==> config.mk <==
export PLATFORM = sky130hd
export DESIGN_NAME = sphr_regs
export DESIGN_NICKNAME = d
export VERILOG_FILES = /design/src/verilog/sphr_pkg.sv /design/src/verilog/sphr_regs.sv
export SDC_FILE = /design/constraint.sdc
export NUM_CORES = 1
export LEC_CHECK = 0
export BUFFER_PORTS_ARGS = -buffer_cell sky130_fd_sc_hd__buf_2
export CAP_MARGIN = 20
export CORE_AREA = 2 2 117 119
export CTS_CLUSTER_SIZE = 16
export DETAILED_ROUTE_END_ITERATION = 16
export DIE_AREA = 0 0 119 121
export GPL_ROUTABILITY_DRIVEN = 1
export PLACE_DENSITY_LB_ADDON = 0.3
export SETUP_SLACK_MARGIN = 0.5
export SLEW_MARGIN = 20
export SYNTH_ARGS = -nofsm -noshare
export SYNTH_HDL_FRONTEND = slang
export SYNTH_SLANG_ARGS = --single-unit
==> constraint.sdc <==
create_clock -name i_clk -period 2.7 [get_ports i_clk]
set_clock_uncertainty 0.15 [all_clocks]
set_input_delay 0.54 -clock i_clk [delete_from_list [all_inputs] [get_ports i_clk]]
set_output_delay 0.54 -clock i_clk [all_outputs]
set_load 0.01 [all_outputs]
==> src/verilog/sphr_pkg.sv <==
// sphr_pkg: constants for the serial port host register bank
// Summary of operation
// - control bit 0 picks single-ended receive inputs
// - control bits 5,4 drive queue load pins
// - flags default seven words from full/empty
// - master enable gates every outgoing interrupt request
// - vector byte, low lane, resets to 0xff
// - interrupt acknowledge withdraws the pending request
// - flag status reports queue flags active high
// - event bits set when individually enabled
// - overrun and parity errors set, reception continues
// - bit 8 any condition; bits 5,4 zero
// - writing one clears an event status bit
// - clock pre-select stored, no effect
// - bit 12 picks divided or source reference
// - 12-bit divider gives source over 2(n+1)
// - gap delay counts bus clocks clock high
// - queue port or memory writes push transmit
// - loop-back read pops transmit queue word
// - loop-back write pushes receive queue word
// - queue port or memory reads pop receive
// - flag programming uses upper byte lane only
// - fifo enable low holds both queues cleared
package sphr_pkg;
    // byte offsets in the i/o space
    localparam logic [6:0] SPHR_OFS_UPPER_CONTROL = 7'h04;
    localparam logic [6:0] SPHR_OFS_INTERRUPT_VECTOR = 7'h06;
    localparam logic [6:0] SPHR_OFS_FIFO_FLAG_STATUS = 7'h08;
    localparam logic [6:0] SPHR_OFS_EVENT_ERROR_STATUS = 7'h0a;
    localparam logic [6:0] SPHR_OFS_TRANSMIT_QUEUE_WRITE = 7'h10;
    localparam logic [6:0] SPHR_OFS_SERIAL_CLOCK_DIVIDER = 7'h16;
    localparam logic [6:0] SPHR_OFS_WORD_GAP_DELAY = 7'h1e;
    localparam logic [6:0] SPHR_OFS_RX_LOOPBACK_WRITE = 7'h20;
    localparam logic [6:0] SPHR_OFS_TX_LOOPBACK_READ = 7'h22;
    localparam logic [6:0] SPHR_OFS_RECEIVE_QUEUE_READ = 7'h40;
    // upper control fields
    localparam int SPHR_UC_SINGLE_ENDED = 0;
    localparam int SPHR_UC_TX_LOAD = 4;
    localparam int SPHR_UC_RX_LOAD = 5;
    localparam int SPHR_UC_MASTER_INT = 6;
    localparam logic [7:0] SPHR_UC_RESET = 8'h00;
    localparam logic [7:0] SPHR_UC_MASK = 8'h71;
    // event/error status fields
    localparam int SPHR_ST_TX_DONE = 0;
    localparam int SPHR_ST_RX_DONE = 1;
    localparam int SPHR_ST_NEARLY_EMPTY = 2;
    localparam int SPHR_ST_NEARLY_FULL = 3;
    localparam int SPHR_ST_OVERRUN = 6;
    localparam int SPHR_ST_PARITY = 7;
    localparam int SPHR_ST_INT_REQUEST = 8;
    localparam logic [7:0] SPHR_ST_STORED_MASK = 8'hcf;
    // clock divider fields
    localparam int SPHR_CD_POST_SEL = 12;
    localparam int SPHR_CD_PRE_LSB = 13;
    localparam logic [15:0] SPHR_CD_RESET = 16'h0000;
    localparam logic [15:0] SPHR_CD_MASK = 16'h7fff;
    localparam logic [15:0] SPHR_GAP_RESET = 16'h0000;
    localparam logic [7:0] SPHR_VECTOR_RESET = 8'hff;
    // default flag distance inside the external queues
    localparam int SPHR_FLAG_DEFAULT_DISTANCE = 7;
    // bus cycle sequencing
    typedef enum logic [1:0] {
        SPHR_IDLE,
        SPHR_LATCH,
        SPHR_ACK,
        SPHR_RELEASE
    } sphr_bus_state_t;
endpackage

==> src/verilog/sphr_regs.sv <==
// sphr_regs: host register bank of the serial port, carrier bus slave side
`timescale 1ns/1ps
`default_nettype none
module sphr_regs #(
    parameter int MEM_ADDR_W = 8
) (
    // clock and reset
    input wire logic i_clk,
    input wire logic i_srst,
    // carrier bus
    input wire logic i_io_sel_n,
    input wire logic i_mem_sel_n,
    input wire logic i_int_sel_n,
    input wire logic i_rd_wr_n,
    input wire logic [1:0] i_byte_sel_n,
    input wire logic [MEM_ADDR_W-1:0] i_addr,
    input wire logic [15:0] i_data,
    output logic [15:0] o_data,
    output logic o_data_oe,
    output logic o_ack_n,
    output logic o_int_req_n,
    // control bits kept elsewhere in the device
    input wire logic i_int_en_tx,
    input wire logic i_int_en_rx,
    input wire logic i_int_en_nearly_empty,
    input wire logic i_int_en_nearly_full,
    input wire logic i_int_force,
    input wire logic i_fifo_enable,
    // serial engine events
    input wire logic i_tx_done,
    input wire logic i_rx_done,
    input wire logic i_rx_word_write,
    input wire logic i_rx_parity_mismatch,
    input wire logic i_rx_clk,
    // external queue flags (upper byte chips)
    input wire logic i_tx_queue_full,
    input wire logic i_tx_queue_nearly_empty,
    input wire logic i_tx_queue_half1_empty,
    input wire logic i_tx_queue_half0_empty,
    input wire logic i_rx_queue_half0_full,
    input wire logic i_rx_queue_half1_full,
    input wire logic i_rx_queue_nearly_full,
    input wire logic i_rx_queue_empty,
    // external queue data path
    input wire logic [15:0] i_tx_queue_rdata,
    input wire logic [15:0] i_rx_queue_rdata,
    output logic [15:0] o_queue_wdata,
    output logic o_tx_queue_push,
    output logic o_tx_queue_pop,
    output logic o_rx_queue_push,
    output logic o_rx_queue_pop,
    output logic o_queue_clear,
    output logic o_rx_queue_load_ctl,
    output logic o_tx_queue_load_ctl,
    output logic [MEM_ADDR_W-1:0] o_tx_write_addr,
    output logic o_tx_mem_write,
    // serial side controls
    output logic o_rx_single_ended,
    output logic o_serial_ref,
    output logic o_serial_ref_tick,
    output logic o_rx_word_gap
);
    import sphr_pkg::*;

    sphr_bus_state_t state_reg;
    logic [7:0] upper_control_reg;
    logic [7:0] interrupt_vector_reg;
    logic [7:0] event_status_reg;
    logic [15:0] clock_divider_reg;
    logic [15:0] word_gap_delay_reg;
    logic [11:0] div_count_reg;
    logic div_toggle_reg;
    logic [15:0] gap_count_reg;
    logic int_latch_reg;
    logic [MEM_ADDR_W-1:0] addr_reg;
    logic is_io_reg;
    logic is_mem_reg;
    logic is_ack_cycle_reg;
    logic is_read_reg;
    logic [15:0] read_next;
    logic [6:0] ofs;
    logic take;
    logic io_write;
    logic io_read;
    logic mem_write;
    logic mem_read;
    logic [7:0] status_set;
    logic [7:0] status_clear;
    logic any_condition;

    assign take = (state_reg == SPHR_IDLE) && (!i_io_sel_n || !i_mem_sel_n || !i_int_sel_n);
    assign ofs = {i_addr[5:0], 1'b0};
    assign io_write = take && !i_io_sel_n && !i_rd_wr_n;
    assign io_read = take && !i_io_sel_n && i_rd_wr_n;
    assign mem_write = take && i_io_sel_n && !i_mem_sel_n && !i_rd_wr_n;
    assign mem_read = take && i_io_sel_n && !i_mem_sel_n && i_rd_wr_n;

    // bus cycle: take, one cycle for queue data, ack, then wait for deselect
    always_ff @(posedge i_clk) begin
        if (i_srst) begin
            state_reg <= SPHR_IDLE;
        end else begin
            case (state_reg)
                SPHR_IDLE: begin
                    if (take) begin
                        state_reg <= SPHR_LATCH;
                    end
                end
                SPHR_LATCH: state_reg <= SPHR_ACK;
                SPHR_ACK: state_reg <= SPHR_RELEASE;
                SPHR_RELEASE: begin
                    if (i_io_sel_n && i_mem_sel_n && i_int_sel_n) begin
                        state_reg <= SPHR_IDLE;
                    end
                end
                default: state_reg <= SPHR_IDLE;
            endcase
        end
    end

    always_ff @(posedge i_clk) begin
        if (i_srst) begin
            addr_reg <= '0;
            is_io_reg <= 1'b0;
            is_mem_reg <= 1'b0;
            is_ack_cycle_reg <= 1'b0;
            is_read_reg <= 1'b0;
        end else if (take) begin
            addr_reg <= i_addr;
            is_io_reg <= !i_io_sel_n;
            is_mem_reg <= i_io_sel_n && !i_mem_sel_n;
            is_ack_cycle_reg <= i_io_sel_n && i_mem_sel_n;
            is_read_reg <= i_rd_wr_n;
        end
    end

    // queue strobes are one-cycle pulses in the cycle after the access is taken
    always_ff @(posedge i_clk) begin
        if (i_srst) begin
            o_tx_queue_push <= 1'b0;
            o_tx_queue_pop <= 1'b0;
            o_rx_queue_push <= 1'b0;
            o_rx_queue_pop <= 1'b0;
            o_tx_mem_write <= 1'b0;
            o_queue_wdata <= 16'h0000;
            o_tx_write_addr <= '0;
        end else begin
            o_tx_queue_push <= (io_write && ofs == SPHR_OFS_TRANSMIT_QUEUE_WRITE) || mem_write;
            o_tx_mem_write <= mem_write;
            o_tx_queue_pop <= io_read && ofs == SPHR_OFS_TX_LOOPBACK_READ;
            o_rx_queue_push <= io_write && ofs == SPHR_OFS_RX_LOOPBACK_WRITE;
            o_rx_queue_pop <= (io_read && ofs == SPHR_OFS_RECEIVE_QUEUE_READ) || mem_read;
            if (io_write || mem_write) begin
                // programming words pass straight through; flags live in the upper lane
                o_queue_wdata <= i_data;
            end
            if (mem_write) begin
                // the auto-start logic watches this address for message end
                o_tx_write_addr <= i_addr;
            end
        end
    end

    // read data, captured one cycle after the pop so the queue has driven it
    always_comb begin
        read_next = 16'h0000;
        if (is_ack_cycle_reg) begin
            read_next = {8'h00, interrupt_vector_reg};
        end else if (is_mem_reg) begin
            read_next = i_rx_queue_rdata;
        end else if (is_io_reg) begin
            case ({addr_reg[5:0], 1'b0})
                SPHR_OFS_UPPER_CONTROL: read_next = {8'h00, upper_control_reg};
                SPHR_OFS_INTERRUPT_VECTOR: read_next = {8'h00, interrupt_vector_reg};
                SPHR_OFS_FIFO_FLAG_STATUS: read_next = {8'h00, i_tx_queue_full,
                    i_tx_queue_nearly_empty, i_tx_queue_half1_empty, i_tx_queue_half0_empty,
                    i_rx_queue_half0_full, i_rx_queue_half1_full, i_rx_queue_nearly_full,
                    i_rx_queue_empty};
                SPHR_OFS_EVENT_ERROR_STATUS: read_next = {7'h00, any_condition,
                    event_status_reg & SPHR_ST_STORED_MASK};
                SPHR_OFS_SERIAL_CLOCK_DIVIDER: read_next = clock_divider_reg;
                SPHR_OFS_WORD_GAP_DELAY: read_next = word_gap_delay_reg;
                SPHR_OFS_TX_LOOPBACK_READ: read_next = i_tx_queue_rdata;
                SPHR_OFS_RECEIVE_QUEUE_READ: read_next = i_rx_queue_rdata;
                default: read_next = 16'h0000;
            endcase
        end
    end

    always_ff @(posedge i_clk) begin
        if (i_srst) begin
            o_data <= 16'h0000;
        end else if (state_reg == SPHR_LATCH) begin
            o_data <= is_read_reg ? read_next : 16'h0000;
        end
    end

    assign o_ack_n = !(state_reg == SPHR_ACK);
    assign o_data_oe = (state_reg == SPHR_ACK) && is_read_reg;

    // register writes, byte lanes honoured
    always_ff @(posedge i_clk) begin
        if (i_srst) begin
            upper_control_reg <= SPHR_UC_RESET;
        end else if (io_write && ofs == SPHR_OFS_UPPER_CONTROL && !i_byte_sel_n[0]) begin
            upper_control_reg <= i_data[7:0] & SPHR_UC_MASK;
        end
    end

    always_ff @(posedge i_clk) begin
        if (i_srst) begin
            interrupt_vector_reg <= SPHR_VECTOR_RESET;
        end else if (io_write && ofs == SPHR_OFS_INTERRUPT_VECTOR && !i_byte_sel_n[0]) begin
            interrupt_vector_reg <= i_data[7:0];
        end
    end

    always_ff @(posedge i_clk) begin
        if (i_srst) begin
            clock_divider_reg <= SPHR_CD_RESET;
        end else if (io_write && ofs == SPHR_OFS_SERIAL_CLOCK_DIVIDER) begin
            // pre-select bits are stored only; the bus clock is always the source
            if (!i_byte_sel_n[1]) begin
                clock_divider_reg[15:8] <= i_data[15:8] & SPHR_CD_MASK[15:8];
            end
            if (!i_byte_sel_n[0]) begin
                clock_divider_reg[7:0] <= i_data[7:0];
            end
        end
    end

    always_ff @(posedge i_clk) begin
        if (i_srst) begin
            word_gap_delay_reg <= SPHR_GAP_RESET;
        end else if (io_write && ofs == SPHR_OFS_WORD_GAP_DELAY) begin
            if (!i_byte_sel_n[1]) begin
                word_gap_delay_reg[15:8] <= i_data[15:8];
            end
            if (!i_byte_sel_n[0]) begin
                word_gap_delay_reg[7:0] <= i_data[7:0];
            end
        end
    end

    assign o_rx_single_ended = upper_control_reg[SPHR_UC_SINGLE_ENDED];
    assign o_rx_queue_load_ctl = upper_control_reg[SPHR_UC_RX_LOAD];
    assign o_tx_queue_load_ctl = upper_control_reg[SPHR_UC_TX_LOAD];
    // the load bits must already be high when clear is released for normal writes
    assign o_queue_clear = !i_fifo_enable;

    // event status: set wins over a write-one clear in the same cycle
    always_comb begin
        status_set = 8'h00;
        status_set[SPHR_ST_TX_DONE] = i_tx_done && i_int_en_tx;
        status_set[SPHR_ST_RX_DONE] = i_rx_done && i_int_en_rx;
        status_set[SPHR_ST_NEARLY_EMPTY] = i_tx_queue_nearly_empty && i_int_en_nearly_empty;
        status_set[SPHR_ST_NEARLY_FULL] = i_rx_queue_nearly_full && i_int_en_nearly_full;
        status_set[SPHR_ST_OVERRUN] = i_rx_word_write
            && (i_rx_queue_half0_full || i_rx_queue_half1_full);
        status_set[SPHR_ST_PARITY] = i_rx_parity_mismatch;
    end

    always_comb begin
        status_clear = 8'h00;
        if (io_write && ofs == SPHR_OFS_EVENT_ERROR_STATUS && !i_byte_sel_n[0]) begin
            status_clear = i_data[7:0];
        end
    end

    always_ff @(posedge i_clk) begin
        if (i_srst) begin
            event_status_reg <= 8'h00;
        end else begin
            event_status_reg <= ((event_status_reg & ~status_clear) | status_set)
                & SPHR_ST_STORED_MASK;
        end
    end

    assign any_condition = |event_status_reg[3:0] || i_int_force;

    // holding latch: a fresh event arms it, acknowledge or master disable drops it
    always_ff @(posedge i_clk) begin
        if (i_srst) begin
            int_latch_reg <= 1'b0;
        end else if (take && !i_int_sel_n) begin
            int_latch_reg <= 1'b0;
        end else if (|(status_set[3:0] & ~event_status_reg[3:0])) begin
            int_latch_reg <= 1'b1;
        end else if (!upper_control_reg[SPHR_UC_MASTER_INT] || !(|event_status_reg[3:0])) begin
            int_latch_reg <= 1'b0;
        end
    end

    // force stays a level while set, as software removes it itself
    assign o_int_req_n = !(upper_control_reg[SPHR_UC_MASTER_INT]
        && (int_latch_reg || i_int_force));

    // serial reference divider, counts 0..n then toggles
    always_ff @(posedge i_clk) begin
        if (i_srst) begin
            div_count_reg <= 12'h000;
            div_toggle_reg <= 1'b0;
        end else if (div_count_reg >= clock_divider_reg[11:0]) begin
            div_count_reg <= 12'h000;
            div_toggle_reg <= !div_toggle_reg;
        end else begin
            div_count_reg <= div_count_reg + 12'h001;
        end
    end

    always_ff @(posedge i_clk) begin
        if (i_srst) begin
            o_serial_ref <= 1'b0;
            o_serial_ref_tick <= 1'b0;
        end else if (clock_divider_reg[SPHR_CD_POST_SEL]) begin
            o_serial_ref <= div_toggle_reg;
            o_serial_ref_tick <= div_count_reg >= clock_divider_reg[11:0];
        end else begin
            // undivided source: a tick on every bus clock
            o_serial_ref <= !o_serial_ref;
            o_serial_ref_tick <= 1'b1;
        end
    end

    // word gap: bus clocks counted while the received clock stays high
    always_ff @(posedge i_clk) begin
        if (i_srst) begin
            gap_count_reg <= 16'h0000;
            o_rx_word_gap <= 1'b0;
        end else if (!i_rx_clk) begin
            gap_count_reg <= 16'h0000;
            o_rx_word_gap <= 1'b0;
        end else begin
            if (gap_count_reg != 16'hffff) begin
                gap_count_reg <= gap_count_reg + 16'h0001;
            end
            o_rx_word_gap <= gap_count_reg >= word_gap_delay_reg;
        end
    end
endmodule
`default_nettype wire

Word-level counts from Yosys, hierarchy flattened
Index checks and enable logic that the tools add are counted.

Register bits after elaboration: 141. Bits in latches: 0. Bits of input ports: 83. Memories: 0. Memory bits (read-only): 0. RAM bits: 0.

$lt $le $gt $ge: 2. Shift-type cells: 0. Mux-type cells: 13. $mul: 0. Div/mod/pow operators: 0. Bitwise operators: 8. Reductions and logical operators: 64. Add/subtract/negate cells: 2. Eq/ne operators: 23.

Operators by type and width (number): 16-bit one-hot mux with 8 select lines (1); 16-bit two-way mux (4); 1-bit logical AND (31); 6-bit by 4-bit == test with 1-bit output, second input constant (5); 6-bit by 2-bit == test with 1-bit output, second input constant (4); 6-bit by 3-bit == test with 1-bit output, second input constant (3); 6-bit by 5-bit == test with 1-bit output, second input constant (3); 16-bit by 1-bit adder with 16-bit output, second input constant (1); 16-bit >= comparator (1); 16-bit inequality test, second input constant (1); 12-bit by 1-bit adder with 12-bit output, second input constant (1); 6-bit == test, second input constant (2); 12-bit >= comparator (1); 1-bit zero test (12); 2-bit AND reduction (5); 1-bit logical OR (9); 8-bit bitwise AND (1); 8-bit two-way mux (1); 8-bit NOT (1); 8-bit bitwise OR (1); 2-bit one-hot mux with 4 select lines (1); 4-bit OR reduction (2); 2-bit OR reduction (3); 4-bit bitwise AND (1); 9 further kinds (17).

Longest topological paths before layout
Gate-level depths: netlist (run 1).

Word-level depth: 12. Depth in mapped cells: 9.

Worst setup path before layout (run 1)
No wires, ideal clock.

Path kind: input -> register. Start: input port i_io_sel_n. End: register interrupt_vector_reg[0]. Buffers on the path: 1. Slack: 0.480 ns. Cell stages on the path: 6. Data required time: 2.421 ns. Arrival: 1.941 ns. Library setup time: 0.129 ns. Cells stage by stage: buf_2 -> nor4b_4 -> nand3b_2 -> nor4_4 -> mux2i_1 -> nand2_1.

Longest elaborated chain between the ends: 8.

Ends and longest elaborated chain: start: declaration (RTL line sphr_regs.sv:11) `input wire logic i_io_sel_n,`; 1-bit zero test (*) (RTL line sphr_regs.sv:91, sphr_regs.sv:93); 1-bit logical OR (2 in series) (RTL line sphr_regs.sv:91) `assign take = (state_reg == SPHR_IDLE) && (!i_io_sel_n || !i_mem_sel_n || !i_int_sel_n);`; 1-bit logical AND (RTL line sphr_regs.sv:91); 1-bit logical AND (*) (2 in series) (RTL line sphr_regs.sv:93) `assign io_write = take && !i_io_sel_n && !i_rd_wr_n;`; 1-bit logical AND (*) (2 in series) (RTL line sphr_regs.sv:213) `end else if (io_write && ofs == SPHR_OFS_INTERRUPT_VECTOR && !i_byte_sel_n[0]) begin`; end signal: assignment (RTL line sphr_regs.sv:214) `interrupt_vector_reg <= i_data[7:0];`; end: declaration (RTL line sphr_regs.sv:67) `logic [7:0] interrupt_vector_reg;`.

Mark *: on every way between the ends. The rest lies on a longest branch, timed or not. A chain may end at the register's enable or synchronous reset.

Final worst setup path (run 1)
Start: register state_reg[1]. End: register word_gap_delay_reg[5].

Longest elaborated chain between the ends: 6.

Ends and longest elaborated chain: start: declaration (RTL line sphr_regs.sv:65) `sphr_bus_state_t state_reg;`; start signal: assignment (RTL line sphr_regs.sv:101) `state_reg <= SPHR_IDLE;`; start signal: assignment (RTL line sphr_regs.sv:106) `state_reg <= SPHR_LATCH;`; start signal: assignment (RTL line sphr_regs.sv:109) `SPHR_LATCH: state_reg <= SPHR_ACK;`; 2-bit zero test (RTL line sphr_regs.sv:91); 1-bit logical AND (RTL line sphr_regs.sv:91); 1-bit logical AND (2 in series) (RTL line sphr_regs.sv:93); 1-bit logical AND (RTL line sphr_regs.sv:235) `end else if (io_write && ofs == SPHR_OFS_WORD_GAP_DELAY) begin`; 2-bit AND reduction (no line); end signal: assignment (RTL line sphr_regs.sv:240) `word_gap_delay_reg[7:0] <= i_data[7:0];`; end: declaration (RTL line sphr_regs.sv:70) `logic [15:0] word_gap_delay_reg;`.

Every way passes these cells.

==> results of run 1 <==
## per-stage QoR
| step | instances | utilization | area (sq um) | worst slack [ns] |
|---|---|---|---|---|
| after floorplan | 826 | - | 7170 | 0.506 |
| after global placement | 1115 | 0.614 | 8040 | 0.402 |
| after detailed placement | 1115 | 0.614 | 8040 | 0.369 |
| after CTS | 1152 | 0.662 | 8660 | 0.481 |
| after global routing | 1160 | 0.677 | 8860 | 0.394 |
| final | 1160 | 0.677 | 8860 | 0.546 |
## Yosys cell counts, drive strengths merged (5+ instances only)
master   number  area [sq um]
a221oi       13           158
o21ai        20           100
a21o          5          37.5
a22oi        37           283
xnor2         5          43.8
nor2         84           334
ha           35           438
xor2         15           131
and4          5          43.8
dfxtp       139          2780
nor4b         7          91.3
nand4        12          75.1
nor3         10          66.3
mux2i        44           440
inv          46           173
buf          17           110
nand3b        5          45.0
clkbuf       26          97.6
nor4          8           101
o2bb2ai       7          61.3
and3         15          93.8
a31o          8          70.1
nand3        14          70.1
and2          7          43.8
a21oi        58           302
nand2       121           454
nor2b         8          50.1
## power groups by stage
stage | clock, mW | combinational (mW) | sequential (mW)
after floorplan | 0 | 0.758 | 2.31
after global placement | 0 | 1.05 | 2.36
after detailed placement | 0 | 1.06 | 2.37
after CTS | 2.24 | 1.10 | 2.33
after global routing | 2.33 | 1.28 | 2.37
final | 2.22 | 1.18 | 2.36
## metal layers
metal	vias to the layer above	GRT usage	share of wire
met2	284	0.440	0.46
met4	0	0.115	0.035
met5	-	0	0
met1	3187	0.367	0.43
li1	3240	-	-
met3	62	0.0771	0.072
## worst min-delay path, cell delays in order
cell,delay [ns]
buf_2,0.09
inv_1,0.04
a21oi_1,0.05
## worst paths after layout
path / from / to / cells after the start
setup / recovery: state_reg[1] / word_gap_delay_reg[5] / 8
hold / removal: i_rx_parity_mismatch / event_status_reg[7] / 3
setup reg to reg: state_reg[1] / word_gap_delay_reg[5] / 8
hold reg to reg: div_count_reg[0] / div_count_reg[0] / 1
## final cells by class
class | instances | share of cell area
Inverter | 47 | 0.0206
Clock buffer | 25 | 0.0559
Timing Repair Buffer | 168 | 0.108
Sequential cell | 139 | 0.317
Multi-Input combinational cell | 598 | 0.467
Tap cell | 176 | 0.0249
Clock inverter | 7 | 0.00720
## kinds of logic after synthesis
group	after synthesis
AND/OR/NAND/NOR	313
AO/OA/AOI/OAI	185
flip-flops	139
buffers and inverters	90
multiplexers	44
adder cells (fa/ha/maj)	35
XOR/XNOR	20
## repair_timing
action	4_1_cts	5_1_grt
cloned	1	1
gates resized for setup	5	35
setup buffers	4	7
endpoints found under the setup margin	37	90
pin swaps	5	15
==> impl_results.md, run 1 <==
- WHS: 0.193 ns
- Cts bufs inserted: 17
- Crit path max-delay cell type: dfxtp_2
- TritonCTS clock tree: built
- Antenna violations before repair: 0
- CP required: 2.86 ns
- Vias per inst: 5.84
- Chip Width: 119 microns
- FP Rows: 42
- Fmax: 0.464 GHz
- CP Capture Type: register
- Commonest cells after routing, fill and taps aside: 137 x buf_2, 130 x dfxtp_1, 121 x nand2_1
- Worst Max-Slew Pin Slew: 0.677 ns
- Register area share after synthesis: 0.389
- Final Hold Fails: 0
- Net Count, Synth: 944
- Cell repeated most along the worst path: nor4b_4
- Fin crit period: 2.15 ns
- Peak fanout along the critical path: 8
- Worst VDD drop: 0.472 mV
- Detailed Route WL: 20600 microns
- Slew headroom: 0.548
- Worst-path cell chain: inv_2 > ha_4 > nor4b_4 > nand3b_4 > nor4b_4 > buf_6 > mux2i_2 > nor2_1
- Outcome: finished, final reports clean
- Asr flop ratio synth: 0
- Syn Area/Cell: 8.66 sq um
- Global-route wire length before repair: 31900 microns
- Final period util: 0.798
- R2r setup slk: 0.55 ns
- Post-Synth Simple-Gate Area: 0.224
- Final Total Pwr: 5.76 mW
- CTS Buffer Depth: 2
- Compound-Gate Fraction of Synth Area: 0.186
- DRC: 0
- First drt pass iteration count: 6
- Power per cell area: 650 nW/um^2
- Via count: 6773
- Combinational share of power: 0.205
- Fill cells: 1028
- Final slew viol count: 0
- CTS Hold Bufs: 0
- Net Sw Power: 1.76 mW
- IO Pins: 138
- Sum Neg Setup Slack: 0 ns
- Worst hold path class: in -> reg
- Post-Syn Area: 7160 sq um
- Max_cap viols: 0
- Crit-path max cell delay: 0.34 ns
- H-Tree Level Count: 4
- Final setup viols: 0
- Library cells used by synthesis: 71
- CP bufs+invs: 2
- Initial DRC count: 676
- Leak: 3.61 nW
- CTS root buffer: clkbuf_16
- Area growth syn-to-layout: 23.8%
- Worst-Skew Late Latency: 0.43 ns
- Fraction of power consumed by sequential logic: 0.409
- Vias in the first global route: 6200
- Post-DRT Antenna Nets: 0
- EDFF count, synth: 0
- Crit path kind: reg -> reg
- Die height: 121 microns
- Core Box Area: 13100 sq um
- CP delay by family, top: simple AND/OR/NAND/NOR gates
- Clock Power Share: 0.386
- Area occupied by registers: 2810 sq um
- Critical Path Source Type: register
- Routed length per instance: 17.8 microns
- Largest family of logic cells by synthesized area: simple AND/OR/NAND/NOR gates
- CP arrival: 2.31 ns
- Antenna cells: 0
- DP HPWL: 14500 microns
- PortBufs: 137
- Xor and xnor area share after synthesis: 0.0245
- Synth Area in Adders: 0.0612
- Post-synthesis cell count: 826
- Ys flop type: dfxtp_1
- Most common cell after layout, fill and taps aside: buf_2
- Area taken by multi-input logic gates: 4140 sq um
- Layout cells sized above 1: 0.250
- Yosys warnings: 0
- # nets final: 1089
- Clock Sinks: 139
- Yosys reg bits: 139
- Unrepaired setup endpoints after global routing: true
- Pint: 4.00 mW
- Clock transition at path regs: 0.06 ns
- Total die area: 14400 sq um
- Final GP Congestion: 0.895
- Mux contribution to synthesized area: 0.0615
- Initial Utilization: 0.547
- Sw Share: 0.306
- GRT Total Usage: 0.281
- Largest net degree at the start of global routing: 38
- Congestion Overflow GR: 0
No activity file was read; power rests on OpenSTA's default activity.
==> inputs of run 2 (changes only) <==
Clock period 2.7 ns to 2 ns, I/O delays scaled along.
==> run 2 against run 1 <==
  * The flow now finishes with violations (negative setup slack)
  * Total power is 60% higher
  * Clock power rose by 42%
  * Sequential power increased by 33%
  * Hold slack got worse by 0.14 ns
  * Combinational power up 150%
  * Global-route usage up 4.9 points
  * First-iteration DRC count up 66%
  * Final cell count grew 6.6%
  * Final area rose by 18%
  * Routed wire length is 35% higher
==> impl_results.md, run 2 (synthesis results as in run 1) <==
- CP arrival: 2.53 ns (+0.22 ns)
- CTS Buffer Depth: 2 (unchanged)
- Core Box Area: 13100 sq um (unchanged)
- Most common cell after layout, fill and taps aside: buf_2
- IO Pins: 138 (unchanged)
- Worst VDD drop: 0.743 mV (+57%)
- Crit path kind: reg -> reg
- First drt pass iteration count: 6 (unchanged)
- Slew headroom: 0.538 (-0.0100)
- Fill cells: 718 (-30%)
- Detailed Route WL: 27900 microns (+35%)
- Post-place setup slack: -0.114 ns (-0.482 ns)
- Fmax: 0.423 GHz (-8.8%)
- Leak: 4.24 nW (+17%)
- Worst-path cell chain: inv_2 > ha_4 > nor4b_4 > nand3b_4 > buf_4 > nor4_4 > buf_12 > mux2i_1 > nand2_1
- Commonest cells after routing, fill and taps aside: 132 x buf_2, 92 x dfxtp_1, 87 x nand2_1
- Worst Max-Slew Pin Slew: 0.692 ns (+0.0152 ns)
- Clock Sinks: 139 (unchanged)
- Crit path max-delay cell type: dfxtp_2
- Die height: 121 microns (unchanged)
- Total die area: 14400 sq um (unchanged)
- Area taken by multi-input logic gates: 4930 sq um (+19%)
- Area occupied by registers: 2870 sq um (+2.1%)
- Unrepaired setup endpoints after global routing: true
- Placed Cells incl. Taps: 1150 (+3.1%)
- Clock transition at path regs: 0.07 ns (about the same)
- Fin crit period: 2.36 ns (+0.208 ns)
- TritonCTS clock tree: built
- CP bufs+invs: 3 (+1)
- Final period util: 1.18 (+0.383)
- Critical Path Source Type: register
- Layout cells sized above 1: 0.474 (+0.224)
- Final Hold Fails: 0 (unchanged)
- CP required: 2.17 ns (-0.69 ns)
- Area growth syn-to-layout: 46.5%
- Sum Neg Setup Slack: -10.31 ns (-10.31 ns)
- GRT Total Usage: 0.330 (+0.0489)
- Max_cap viols: 0 (unchanged)
- # nets final: 1165 (+7.0%)
- Crit-path max cell delay: 0.33 ns (about the same)
- Power per cell area: 877 nW/um^2 (+35%)
- CTS root buffer: clkbuf_16
- Worst-Skew Late Latency: 0.44 ns (about the same)
- Final Total Pwr: 9.20 mW (+60%)
- Non-filler cells, final: 1236 (+6.6%)
- Initial Utilization: 0.547 (unchanged)
- Failing checks: negative setup slack
- Vias in the first global route: 7048 (+14%)
- DRC: 0 (unchanged)
- Antenna violations before repair: 0 (unchanged)
- DP HPWL: 14900 microns (+3.1%)
- Post-DRT Antenna Nets: 0 (unchanged)
- Final setup viols: 63 (+63)
- Outcome: finished with violations
- Largest net degree at the start of global routing: 41 (+7.9%)
- Final GP Congestion: 0.893 (-0.18%)
- PnR worst setup slack: -0.362 ns (-0.908 ns)
- CP Capture Type: register
- Antenna cells: 0 (unchanged)
- Congestion Overflow GR: 0 (unchanged)
- Via count: 7842 (+16%)
- WHS: 0.0536 ns (-0.139 ns)
- Worst hold path class: in -> reg
- Routed length per instance: 22.6 microns (+27%)
- Peak fanout along the critical path: 9 (+1)
- Initial DRC count: 1122 (+66%)
- Chip Width: 119 microns (unchanged)
- FP Rows: 42 (unchanged)
- Global-route wire length before repair: 37100 microns (+16%)
- CP delay by family, top: simple AND/OR/NAND/NOR gates
- Vias per inst: 6.34 (+8.7%)
- H-Tree Level Count: 4 (unchanged)
- Cts bufs inserted: 17 (unchanged)
- Final slew viol count: 0 (unchanged)
- PortBufs: 137 (unchanged)
## run 2: cell count changes in the layout (fill, tap and decap cells not counted), sizes merged, moves of 3 or more
cell / delta
buf: +73
clkbuf: -6
clkinvlp: +4
inv: +3
## run 2: final cells by class
| cell class | count | area share |
|---|---|---|
| Inverter | 47 | 0.0171 |
| Multi-Input combinational cell | 600 | 0.470 |
| Timing Repair Buffer | 242 | 0.163 |
| Clock inverter | 14 | 0.0141 |
| Tap cell | 176 | 0.0210 |
| Clock buffer | 18 | 0.0409 |
| Sequential cell | 139 | 0.273 |
## run 2: what timing repair did
action                                  4_1_cts  5_1_grt
endpoints found under the setup margin      130      145
resized for setup                           142      131
pin swaps                                    56       82
setup buffers                                22       25
hold buffers                                  0        0
cloned                                        6        1
## run 2: tightest hold or removal path, stage by stage
cell and delay, ns:
buf_2 0.10, nand2_2 0.06, a21oi_2 0.04
## run 2: layer usage
metal,GRT usage,wire length [microns],part of all wire
met5,0,0,0
met4,0.135,1960,0.070
met3,0.0789,2700,0.097
met2,0.546,12800,0.46
met1,0.414,10400,0.37
## run 2: worst paths after layout
kind	from	endpoint	slack (ns)	cells past startpoint
worst max register to register	state_reg[1]	interrupt_vector_reg[2]	-0.36	9
worst min register to register	o_tx_write_addr[7]	o_tx_write_addr[7]	0.30	2
worst max-delay path	state_reg[1]	interrupt_vector_reg[2]	-0.36	9
worst min-delay path	i_addr[6]	o_tx_write_addr[6]	0.05	3
## run 2: through the flow
step | util | area (sq um)
finish | 0.801 | 10500
detailed placement | 0.646 | 8450
floorplan | - | 7340
CTS | 0.744 | 9740
global route | 0.801 | 10500
global placement | 0.646 | 8450
## run 2: where the power goes
group          switching (mW)  internal (mW)  total [mW]
Clock                    1.32           1.84        3.16
Combinational            1.61           1.30        2.91
Sequential              0.198           2.94        3.14
